### src/csl_consts.svh
`ifndef CSL_CONSTS_SVH
`define CSL_CONSTS_SVH

// ************************************************************
// register map, byte addresses on the avalon slave
// ************************************************************
`define CSL_OFS_RX_CTL 4'h0
`define CSL_OFS_RX_DATA 4'h4
`define CSL_OFS_TX_CTL 4'h8
`define CSL_OFS_TX_DATA 4'hC

// ************************************************************
// field positions
// ************************************************************
`define CSL_BIT_ERR_SUM 15
`define CSL_BIT_OVERRUN 14
`define CSL_BIT_FRAMING 13
`define CSL_BIT_RX_BREAK 11
`define CSL_BIT_RX_DONE 7
`define CSL_BIT_TX_READY 7
`define CSL_BIT_IRQ_EN 6
`define CSL_BIT_LOOPBACK 2
`define CSL_BIT_TX_BREAK 0
`define CSL_CHAR_MSB 7

// ************************************************************
// timing
// ************************************************************
`define CSL_CLK_HZ 25000000
`define CSL_BAUD_MIN 300
`define CSL_OVS 16
`define CSL_BREAK_BITS 20
`define CSL_DATA_BITS 8

// ************************************************************
// interrupt identity, held for the system interrupt logic
// ************************************************************
`define CSL_PRIO_LEVEL 8'h14
`define CSL_RX_VECTOR 8'hF8
`define CSL_TX_VECTOR 8'hFC

`endif

### src/csl_pkg.sv
package csl_pkg;

    // avalon-mm request as driven by the bus master
    typedef struct packed {
        logic read;
        logic write;
        logic [3:0] address;
        logic [3:0] byteenable;
        logic [31:0] writedata;
    } avs_req_t;

    typedef enum logic [4:0] {
        RX_IDLE = 5'b00001,
        RX_START = 5'b00010,
        RX_DATA = 5'b00100,
        RX_STOP = 5'b01000,
        RX_BREAK = 5'b10000
    } rx_state_t;

    typedef enum logic [1:0] {
        TX_IDLE = 2'b01,
        TX_SHIFT = 2'b10
    } tx_state_t;

endpackage : csl_pkg

### src/console_serial_line_unit.sv
// Design decisions made here: the Avalon-MM interface to the registers and the register offsets.
`timescale 1ns/1ps
`default_nettype none
`include "csl_consts.svh"

// Contract
// - receive data upper half reads zero
// - summary error is overrun or framing
// - overrun on unread overwrite, read clears
// - framing on bad stop bit, read clears
// - error flags re-evaluated at each character
// - break after twenty space bits, read clears
// - low byte holds last character, unused bits zero
// - ready clears on load, sets when free
// - ready set by reset and by supply drop while halted
// - transmit interrupt when enabled and ready
// - loopback: input mark, output feeds receiver
// - break holds space after current character
// - transmitter runs normally while break held
// - control bits cleared by reset events
// - low byte write is next character
// - upper data ignored, unused bits zero
// - receive flags cleared by reset events
// - eight data bits, no parity, one stop
// - done set on character, read clears
// - receive interrupt when enabled and done
// - one baud rate from three-bit code
module console_serial_line_unit
    import csl_pkg::*;
#(
    parameter int unsigned DIV_AT_MIN = `CSL_CLK_HZ / (`CSL_OVS * `CSL_BAUD_MIN)
) (
    input wire logic i_clk_sys,
    input wire logic i_rst_b,
    input wire avs_req_t i_avs,
    output logic [31:0] o_avs_readdata,
    output logic o_avs_waitrequest,
    input wire logic i_supply_good,
    input wire logic i_proc_halted,
    input wire logic [2:0] i_baud_code,
    input wire logic i_serial_in,
    output logic o_serial_out,
    output logic o_rx_irq,
    output logic o_tx_irq
);

    // ********************************************************
    // reset events and bus decode
    // ********************************************************
    localparam logic [8:0] BREAK_TICKS = 9'(`CSL_BREAK_BITS * `CSL_OVS);
    localparam logic [3:0] OVS_LAST = 4'(`CSL_OVS - 1);
    localparam logic [3:0] OVS_MID = 4'(`CSL_OVS / 2 - 1);
    localparam logic [2:0] DATA_LAST = 3'(`CSL_DATA_BITS - 1);
    localparam logic [3:0] FRAME_LAST = 4'(`CSL_DATA_BITS + 1);

    logic good_q;
    logic ovs_tick;
    logic [12:0] div_cnt;
    rx_state_t rx_state;
    logic [3:0] rx_tick_cnt;
    logic [2:0] rx_bit_cnt;
    logic [7:0] rx_shift;
    logic [8:0] space_cnt;
    logic rx_q;
    logic [7:0] rx_char;
    logic rx_done, overrun, framing, rx_break, receive_interrupt_enable;
    tx_state_t tx_state;
    logic [7:0] tx_buf;
    logic [9:0] tx_frame;
    logic [3:0] tx_bit_cnt, tx_tick_cnt;
    logic tx_rdy, transmit_interrupt_enable, loopback, tx_break, brk_hold;
    logic [31:0] rx_ctl_word, rx_data_word, tx_ctl_word;

    // supply drop only counts while the processor is halted
    wire init_pulse = good_q & ~i_supply_good & i_proc_halted;
    wire bus_req = i_avs.read | i_avs.write;
    wire bus_ack = bus_req & o_avs_waitrequest;
    wire bus_take = bus_req & ~o_avs_waitrequest;
    wire lane0 = i_avs.byteenable[0];
    wire wr_ok = i_avs.write & bus_take & lane0;
    wire hit_rx_ctl = i_avs.address == `CSL_OFS_RX_CTL;
    wire hit_rx_data = i_avs.address == `CSL_OFS_RX_DATA;
    wire hit_tx_ctl = i_avs.address == `CSL_OFS_TX_CTL;
    wire hit_tx_data = i_avs.address == `CSL_OFS_TX_DATA;
    // clear on read happens where the data is captured, so no
    // flag set afterwards can be lost behind the master's sample
    wire rd_rx_data = i_avs.read & bus_ack & hit_rx_data;
    wire wr_tx_data = wr_ok & hit_tx_data;
    wire [12:0] div_lim = (13'(DIV_AT_MIN) >> i_baud_code) - 13'h0001;

    always_ff @(posedge i_clk_sys or negedge i_rst_b) begin
        if (!i_rst_b) begin
            good_q <= 1'b0;
        end else begin
            good_q <= i_supply_good;
        end
    end

    // ********************************************************
    // oversampling divider shared by both directions
    // ********************************************************
    always_ff @(posedge i_clk_sys or negedge i_rst_b) begin
        if (!i_rst_b) begin
            div_cnt <= 13'h0000;
            ovs_tick <= 1'b0;
        end else if (div_cnt >= div_lim) begin
            div_cnt <= 13'h0000;
            ovs_tick <= 1'b1;
        end else begin
            div_cnt <= div_cnt + 13'h0001;
            ovs_tick <= 1'b0;
        end
    end

    // ********************************************************
    // receiver
    // ********************************************************
    // in loopback the pin is ignored, as if it sat at mark
    wire rx_line = loopback ? o_serial_out : i_serial_in;
    wire rx_mid = ovs_tick & (rx_tick_cnt == OVS_LAST);
    wire char_evt = (rx_state == RX_STOP) & rx_mid;
    wire brk_evt = (rx_state == RX_BREAK) & ovs_tick & ~rx_q
        & (space_cnt == BREAK_TICKS - 9'h001);

    always_ff @(posedge i_clk_sys or negedge i_rst_b) begin
        if (!i_rst_b) begin
            rx_q <= 1'b1;
        end else begin
            rx_q <= rx_line;
        end
    end

    // count of consecutive space ticks; saturates so one long
    // space yields a single break, a mark must come in between
    always_ff @(posedge i_clk_sys or negedge i_rst_b) begin
        if (!i_rst_b) begin
            space_cnt <= 9'h000;
        end else if (ovs_tick) begin
            if (rx_q) begin
                space_cnt <= 9'h000;
            end else if (space_cnt != BREAK_TICKS) begin
                space_cnt <= space_cnt + 9'h001;
            end
        end
    end

    // frame walker, sampling at mid bit after the start edge
    always_ff @(posedge i_clk_sys or negedge i_rst_b) begin
        if (!i_rst_b) begin
            rx_state <= RX_IDLE;
            rx_tick_cnt <= 4'h0;
            rx_bit_cnt <= 3'h0;
            rx_shift <= 8'h00;
        end else if (init_pulse) begin
            rx_state <= RX_IDLE;
        end else if (ovs_tick) begin
            rx_tick_cnt <= rx_tick_cnt + 4'h1;
            case (rx_state)
                RX_IDLE: begin
                    rx_tick_cnt <= 4'h0;
                    if (!rx_q) begin
                        rx_state <= RX_START;
                    end
                end
                RX_START: begin
                    if (rx_tick_cnt == OVS_MID) begin
                        rx_tick_cnt <= 4'h0;
                        rx_bit_cnt <= 3'h0;
                        rx_state <= rx_q ? RX_IDLE : RX_DATA;
                    end
                end
                RX_DATA: begin
                    if (rx_tick_cnt == OVS_LAST) begin
                        rx_shift <= {rx_q, rx_shift[7:1]};
                        rx_bit_cnt <= rx_bit_cnt + 3'h1;
                        if (rx_bit_cnt == DATA_LAST) begin
                            rx_state <= RX_STOP;
                        end
                    end
                end
                RX_STOP: begin
                    if (rx_tick_cnt == OVS_LAST) begin
                        rx_state <= rx_q ? RX_IDLE : RX_BREAK;
                    end
                end
                RX_BREAK: begin
                    // wait for mark so a held space is not a start
                    if (rx_q) begin
                        rx_state <= RX_IDLE;
                    end
                end
                default: begin
                    rx_state <= RX_IDLE;
                end
            endcase
        end
    end

    // status flags: a set always wins over a read clear
    always_ff @(posedge i_clk_sys or negedge i_rst_b) begin
        if (!i_rst_b) begin
            rx_char <= 8'h00;
            rx_done <= 1'b0;
            overrun <= 1'b0;
            framing <= 1'b0;
            rx_break <= 1'b0;
        end else if (init_pulse) begin
            rx_done <= 1'b0;
            overrun <= 1'b0;
            framing <= 1'b0;
            rx_break <= 1'b0;
        end else if (char_evt) begin
            rx_char <= rx_shift;
            rx_done <= 1'b1;
            overrun <= rx_done & ~rd_rx_data;
            framing <= ~rx_q;
            rx_break <= 1'b0;
        end else begin
            rx_done <= rx_done & ~rd_rx_data;
            overrun <= overrun & ~rd_rx_data;
            framing <= framing & ~rd_rx_data;
            rx_break <= brk_evt | (rx_break & ~rd_rx_data);
        end
    end

    // ********************************************************
    // transmitter
    // ********************************************************
    wire tx_load = (tx_state == TX_IDLE) & ~tx_rdy;
    wire tx_line = (tx_state == TX_SHIFT) ? tx_frame[0] : 1'b1;

    always_ff @(posedge i_clk_sys or negedge i_rst_b) begin
        if (!i_rst_b) begin
            tx_buf <= 8'h00;
            tx_rdy <= 1'b1;
        end else if (init_pulse) begin
            tx_rdy <= 1'b1;
        end else if (wr_tx_data) begin
            tx_buf <= i_avs.writedata[7:0];
            tx_rdy <= 1'b0;
        end else if (tx_load) begin
            tx_rdy <= 1'b1;
        end
    end

    // shifter keeps running under break so dummy characters time it
    always_ff @(posedge i_clk_sys or negedge i_rst_b) begin
        if (!i_rst_b) begin
            tx_state <= TX_IDLE;
            tx_frame <= 10'h3FF;
            tx_bit_cnt <= 4'h0;
            tx_tick_cnt <= 4'h0;
        end else if (init_pulse) begin
            tx_state <= TX_IDLE;
        end else begin
            case (tx_state)
                TX_IDLE: begin
                    if (tx_load) begin
                        tx_frame <= {1'b1, tx_buf, 1'b0};
                        tx_bit_cnt <= 4'h0;
                        tx_tick_cnt <= 4'h0;
                        tx_state <= TX_SHIFT;
                    end
                end
                TX_SHIFT: begin
                    if (ovs_tick) begin
                        tx_tick_cnt <= tx_tick_cnt + 4'h1;
                        if (tx_tick_cnt == OVS_LAST) begin
                            tx_frame <= {1'b1, tx_frame[9:1]};
                            tx_bit_cnt <= tx_bit_cnt + 4'h1;
                            if (tx_bit_cnt == FRAME_LAST) begin
                                tx_state <= TX_IDLE;
                            end
                        end
                    end
                end
                default: begin
                    tx_state <= TX_IDLE;
                end
            endcase
        end
    end

    // break takes hold only between characters, then pins space
    always_ff @(posedge i_clk_sys or negedge i_rst_b) begin
        if (!i_rst_b) begin
            brk_hold <= 1'b0;
            o_serial_out <= 1'b1;
        end else begin
            brk_hold <= tx_break & (brk_hold | (tx_state == TX_IDLE));
            o_serial_out <= brk_hold ? 1'b0 : tx_line;
        end
    end

    // ********************************************************
    // control registers and interrupt requests
    // ********************************************************
    always_ff @(posedge i_clk_sys or negedge i_rst_b) begin
        if (!i_rst_b) begin
            receive_interrupt_enable <= 1'b0;
            transmit_interrupt_enable <= 1'b0;
            loopback <= 1'b0;
            tx_break <= 1'b0;
        end else if (init_pulse) begin
            receive_interrupt_enable <= 1'b0;
            transmit_interrupt_enable <= 1'b0;
            loopback <= 1'b0;
            tx_break <= 1'b0;
        end else if (wr_ok & hit_rx_ctl) begin
            receive_interrupt_enable <= i_avs.writedata[`CSL_BIT_IRQ_EN];
        end else if (wr_ok & hit_tx_ctl) begin
            transmit_interrupt_enable <= i_avs.writedata[`CSL_BIT_IRQ_EN];
            loopback <= i_avs.writedata[`CSL_BIT_LOOPBACK];
            tx_break <= i_avs.writedata[`CSL_BIT_TX_BREAK];
        end
    end

    always_ff @(posedge i_clk_sys or negedge i_rst_b) begin
        if (!i_rst_b) begin
            o_rx_irq <= 1'b0;
            o_tx_irq <= 1'b0;
        end else begin
            o_rx_irq <= receive_interrupt_enable & rx_done;
            o_tx_irq <= transmit_interrupt_enable & tx_rdy;
        end
    end

    // read words; every bit not named here stays zero
    always_comb begin
        rx_ctl_word = 32'h0000_0000;
        rx_ctl_word[`CSL_BIT_RX_DONE] = rx_done;
        rx_ctl_word[`CSL_BIT_IRQ_EN] = receive_interrupt_enable;
        rx_data_word = 32'h0000_0000;
        rx_data_word[`CSL_CHAR_MSB:0] = rx_char;
        rx_data_word[`CSL_BIT_ERR_SUM] = overrun | framing;
        rx_data_word[`CSL_BIT_OVERRUN] = overrun;
        rx_data_word[`CSL_BIT_FRAMING] = framing;
        rx_data_word[`CSL_BIT_RX_BREAK] = rx_break;
        tx_ctl_word = 32'h0000_0000;
        tx_ctl_word[`CSL_BIT_TX_READY] = tx_rdy;
        tx_ctl_word[`CSL_BIT_IRQ_EN] = transmit_interrupt_enable;
        tx_ctl_word[`CSL_BIT_LOOPBACK] = loopback;
        tx_ctl_word[`CSL_BIT_TX_BREAK] = tx_break;
    end

    wire [31:0] rd_mux = hit_rx_ctl ? rx_ctl_word :
        hit_rx_data ? rx_data_word :
        hit_tx_ctl ? tx_ctl_word : 32'h0000_0000;

    // one wait state: answer captured on the first edge, taken
    // on the second; unmapped addresses read zero
    always_ff @(posedge i_clk_sys or negedge i_rst_b) begin
        if (!i_rst_b) begin
            o_avs_waitrequest <= 1'b1;
            o_avs_readdata <= 32'h0000_0000;
        end else if (bus_ack) begin
            o_avs_waitrequest <= 1'b0;
            o_avs_readdata <= i_avs.read ? rd_mux : 32'h0000_0000;
        end else begin
            o_avs_waitrequest <= 1'b1;
        end
    end
endmodule : console_serial_line_unit

`default_nettype wire

### config.mk
export PLATFORM = sky130hd
export DESIGN_NAME = console_serial_line_unit
export DESIGN_NICKNAME = d
export VERILOG_FILES = /design/src/csl_pkg.sv /design/src/console_serial_line_unit.sv
export VERILOG_INCLUDE_DIRS = /design/src
export SDC_FILE = /design/constraint.sdc
export NUM_CORES = 1
export LEC_CHECK = 0
export CAP_MARGIN = 20
export CORE_UTILIZATION = 50
export CTS_BUF_LIST = sky130_fd_sc_hd__clkbuf_16
export DETAILED_ROUTE_END_ITERATION = 16
export DONT_BUFFER_PORTS = 1
export PLACE_DENSITY_LB_ADDON = 0.25
export SKIP_LAST_GASP = 1
export SLEW_MARGIN = 20
export SYNTH_ARGS = -nofsm -noshare
export SYNTH_HDL_FRONTEND = slang
export SYNTH_SLANG_ARGS = --single-unit
### constraint.sdc
create_clock -name i_clk_sys -period 2.1 [get_ports i_clk_sys]
set_input_delay 0.105 -clock i_clk_sys [delete_from_list [all_inputs] [get_ports i_clk_sys]]
set_output_delay 0.105 -clock i_clk_sys [all_outputs]
set_load 0.02 [all_outputs]
# Word level (Yosys, flattened, before mapping)
# Cells that the tools add are included.
[totals]
ff_bits = 127
in_bits = 50
out_inout_bits = 36
elab_cells = 191
[classes]
addsub = 7
order_cmp = 1
n_eq_ne = 33
shift = 1
muxes = 66
bitwise_logic = 34
n_reduce_logical = 19
[ops]
columns = ["operator", "count"]
rows = [
  ["16-bit two-way mux", 3],
  ["5-bit two-way mux", 9],
  ["10-bit two-way mux", 3],
  ["1-bit two-way mux", 27],
  ["5-bit one-hot mux with 5 select lines", 1],
  ["1-bit AND", 24],
  ["3-bit != test (second input constant)", 8],
  ["4-bit one-hot mux with 2 select lines", 3],
  ["4-bit equality test (second input constant)", 5],
  ["4-bit two-way mux", 5],
  ["10-bit one-hot mux with 2 select lines", 1],
  ["9-bit two-way mux", 2],
  ["13-bit by 1-bit adder with 13-bit output (second input constant)", 1],
  ["13-bit greater-or-equal comparator", 1],
  ["13-bit two-way mux", 1],
  ["13-bit by 3-bit >> shifter with 13-bit output (first input constant)", 1],
  ["13-bit by 1-bit subtractor with 13-bit output (second input constant)", 1],
  ["4-bit by 1-bit adder with 4-bit output (second input constant)", 3],
  ["4-bit AND reduction", 3],
  ["2-bit nonzero test", 6],
  ["2-bit two-way mux", 5],
  ["2-bit != test (second input constant)", 5],
  ["2-bit AND reduction", 5],
  ["5-bit AND reduction", 2],
  ["24 further kinds", 36],
]

# Logic depth before layout (Yosys ltp)
[depth]
ltp_word = 9
ltp_mapped = 13
depth_no_buf = 12

# Least setup slack after synthesis
# No wires, ideal clock.
[synth_path]
path_type = "input port to flip-flop"
startpoint = "input i_baud_code[0]"
endpoint = "register div_cnt[10]"
setup_time_ps = 136
t_arrival_ps = 2847
required_time_ps = 1964
path_slack_ps = -883
stages = 12
path_buffers = 1
path_cell_list = "inv_1 > ha_1 > nor4b_1 > o21ai_0 > nor4_1 > a211oi_1 > ha_1 > nand2_1 > or3_1 > a21oi_1 > clkbuf_1 > nor3_1"
[synth_between]
elab_chain_len = 4
[synth_rtl]
columns = ["item", "line_no", "rtl"]
rows = [
  ["start, declared", "console_serial_line_unit.sv:40", "input wire logic [2:0] i_baud_code,"],
  ["13-bit by 3-bit >> shifter with 13-bit output", "console_serial_line_unit.sv:89", "wire [12:0] div_lim = (13'(DIV_AT_MIN) >> i_baud_code) - 13'h0001;"],
  ["13-bit by 1-bit subtractor with 13-bit output", "console_serial_line_unit.sv:89", ""],
  ["13-bit greater-or-equal comparator", "console_serial_line_unit.sv:106", "end else if (div_cnt >= div_lim) begin"],
  ["13-bit two-way mux", "console_serial_line_unit.sv:106", ""],
  ["end signal, assigned", "console_serial_line_unit.sv:110", "div_cnt <= div_cnt + 13'h0001;"],
  ["end, declared", "console_serial_line_unit.sv:58", "logic [12:0] div_cnt;"],
]
# No other way between the ends.
# A chain may end at the register's enable or synchronous reset.

# Final worst setup path
[layout_path]
startpoint = "input i_baud_code[1]"
endpoint = "register div_cnt[2]"
# Same word-level chain as after synthesis.

==> impl_metrics.tcl <==
set metrics [dict create \
    status "complete, but fails checks" \
    violations "hold timing" \
    setup_viol 0 \
    crit_chain "inv_12 -> ha_4 -> nor4b_4 -> o21ai_2 -> nor4_4 -> a211oi_2 -> ha_1 -> nand2_2 -> or3_4 -> a21oi_4 -> buf_12 -> nor3_1" \
    row_count 37 \
    initial_core_util 0.524 \
    met2_usage 0.329 \
    nNetsFinal 644 \
    multiInputGateArea_um2 2800 \
    numPortBuffers 0 \
    drc 0 \
    drt_iter0_drc 245 \
    grt_pass1_wl_um 19100 \
    place_congestion 0.868 \
    hold_viol 106 \
    worstPathArrival_ns 2.34 \
    busiest_layer "met2" \
    grtUsageTotal 0.214 \
    die_h_um 107 \
    wl_per_cell_um 15.8 \
    grtUsageMet3 0.0456 \
    fill_cells 861 \
    leakage_nw 2.81 \
    cp-start-kind "input pin" \
    max-slew-margin-rel 0.436 \
    drv_cap 0 \
    wirelength_um 11200 \
    r2r_slack_ns 0.10 \
    async_flop_share 1.00 \
    yosysTopAreaCell "dfrtp_1" \
    use_met1 0.303 \
    clk_path_buf_depth 2 \
    powerDensity_nw_per_um2 842 \
    vias 3969 \
    synth_top_area_share 0.416 \
    area_growth_pct 17.2 \
    yosysSeqAreaShare 0.488 \
    hold_path.class "in -> async" \
    slowest_delay_ns 0.38 \
    r2r-start "space_cnt[0]" \
    grt_pass1_vias 3977 \
    regArea_um2 2670 \
    hold_ws_ns -0.565 \
    grt.overflow.total 0 \
    placed_cell_area_um2 5910 \
    endpoint_kind "register" \
    cts.sink_count 106 \
    crit_type "in -> reg" \
    h-tree-depth 3 \
    clockRootBuffer "clkbuf_16" \
    first_pass_iters 4 \
    synth_seq_cells 106 \
    ys.warnings.count 0 \
    skew_ns 0.00679 \
    antennaDiodeCount 0 \
    required_ns 2.34 \
    cts_tree "yes" \
    die_area_um2 11400 \
    layout-drive-gt1-share 0.215 \
    crit_fanout 8 \
    syn_area_um2 5480 \
    max_freq_ghz 0.476 \
    rsz0062_at_grt "true" \
    cts_buffers 9 \
    avgViaCountPerCell 5.61 \
    core_region_area_um2 10500 \
    netlist-cell-type-count 59 \
    grt_max_degree 107 \
    worstSkewPairLatency_ns 0.35 \
    dp_hpwl_um 8050 \
    synthCells 527 \
    cts_hold_buffers 14 \
    antenna_found_initial 0 \
    drv_slew 0 \
    ant_nets 0 \
    clk_pin_slew_worst_paths_ns 0.08 \
    num_io_pins 86 \
    finalCriticalPeriod_ns 2.10 \
    min_period_over_period 1.00 \
    ys.flop_type "dfrtp_1" \
    slowest_stage "or3_4" \
    r2r_end "space_cnt[6]" \
    tightest_slew_ns 0.844 \
    final_area_um2 6420 \
    final_cell_mix "dfrtp_1, nor2_1, nand2_1" \
    ff2ff_path_depth 7 \
    vdd_drop_max_uv 599 \
    synth.avg_cell_area_um2 10.4 \
    synthTopCellsByArea "dfrtp_1, dfstp_2, ha_1, mux2_2, nor2_1" \
    die_w_um 107 \
    synth_edf_count 0 \
    final_common_cell "dfrtp_1" \
]
-- routing by layer --
layer | up-vias | share of wire
li1 | 1923 | -
met1 | 1944 | 0.48
met2 | 90 | 0.46
met3 | 12 | 0.053
met4 | 0 | 0.012
met5 | - | 0
-- worst max-delay path by stage --
stage / start / end / cells after the start
3_5_place_dp: i_baud_code[0] / div_cnt[4] / 12
5_1_grt: i_baud_code[0] / div_cnt[2] / 12
2_1_floorplan: i_baud_code[1] / div_cnt[0] / 12
6_report: i_baud_code[1] / div_cnt[2] / 12
4_1_cts: i_baud_code[0] / div_cnt[2] / 12
3_3_place_gp: i_baud_code[1] / div_cnt[4] / 12
-- repair_timing --
item,4_1_cts,5_1_grt
pin swaps,2,2
endpoints found under the hold margin,123,106
buffers inserted,1,1
gates resized for setup,4,9
endpoints found under the setup margin,12,23
-- flip-flops by register name, indices dropped and copies added, names as in the netlist, 2 cells and up --
signal	cells
div_cnt	13
o_avs_readdata	12
space_cnt	9
tx_frame	9
rx_char	8
rx_shift	8
tx_buf	8
rx_state	5
rx_tick_cnt	4
tx_bit_cnt	4
tx_tick_cnt	4
rx_bit_cnt	3
tx_state	2
-- where the power goes --
group | internal (W) | total, W | leakage, nW | switching [W]
registers | 0.00226 | 0.00248 | 1.40 | 0.000221
logic | 0.000593 | 0.00127 | 1.27 | 0.000676
clock network | 0.000842 | 0.00166 | 0.143 | 0.000815
-- worst max-delay path, delay by kind of cell --
family	cells	cell delay [ns]
buffers and inverters	2	0.19
adder cells (fa/ha/maj)	2	0.47
AO/OA/AOI/OAI	3	0.46
AND/OR/NAND/NOR	5	1.11
-- area by class of cell --
class                           count  share of cell area
Clock inverter                      7              0.0113
Tap cell                          136              0.0265
Multi-Input combinational cell    393               0.436
Clock buffer                        9              0.0351
Inverter                           13              0.0115
Timing Repair Buffer               44              0.0633
Sequential cell                   106               0.416
-- through the flow --
stage          cells  TNS (ns)  power (W)   util  setup slack (ns)
3_5_place_dp     676     -6.64    0.00368  0.565            -0.534
2_1_floorplan    546     -3.58    0.00332      -            -0.309
3_3_place_gp     676     -4.96    0.00360  0.565            -0.398
5_1_grt          708    -0.902    0.00573  0.614           -0.0812
6_report         708         0    0.00540  0.614          0.000618
4_1_cts          707         0    0.00541  0.610            0.0134
-- cells by family after synthesis --
kind of cell,synth area share
other,0.000685
flip-flops,0.488
XOR/XNOR,0.0320
AO/OA/AOI/OAI,0.103
adder cells (fa/ha/maj),0.0617
multiplexers,0.0829
AND/OR/NAND/NOR,0.186
buffers and inverters,0.0466
-- cell usage after synthesis, types with 2 or more instances --
| cell | number |
|---|---|
| a211oi_1 | 2 |
| buf_2 | 3 |
| dfrtp_1 | 91 |
| inv_1 | 13 |
| or3_1 | 4 |
| or4_1 | 2 |
| o21ai_0 | 33 |
| nor3_1 | 24 |
| o22ai_1 | 2 |
| nor2b_1 | 13 |
| nor2_1 | 44 |
| nand4_1 | 9 |
| a22oi_1 | 2 |
| and2_1 | 7 |
| o31a_1 | 2 |
| nand3_1 | 19 |
| a22o_1 | 11 |
| a21oi_1 | 20 |
| clkbuf_1 | 10 |
| mux2i_1 | 15 |
| a21o_1 | 2 |
| nor3_2 | 2 |
| nor3b_1 | 2 |
| nand2_1 | 38 |
| and4_1 | 3 |
| ha_1 | 27 |
| xor2_1 | 8 |
| dfstp_2 | 15 |
| and3_1 | 5 |
| mux2_2 | 27 |
| buf_4 | 20 |
| nand2b_1 | 9 |
| xnor2_1 | 12 |
| o21a_1 | 2 |
| a32o_1 | 2 |
| nand3b_1 | 2 |
| and3b_1 | 2 |
| nor4_1 | 2 |
(Power assumes the default switching activity.)
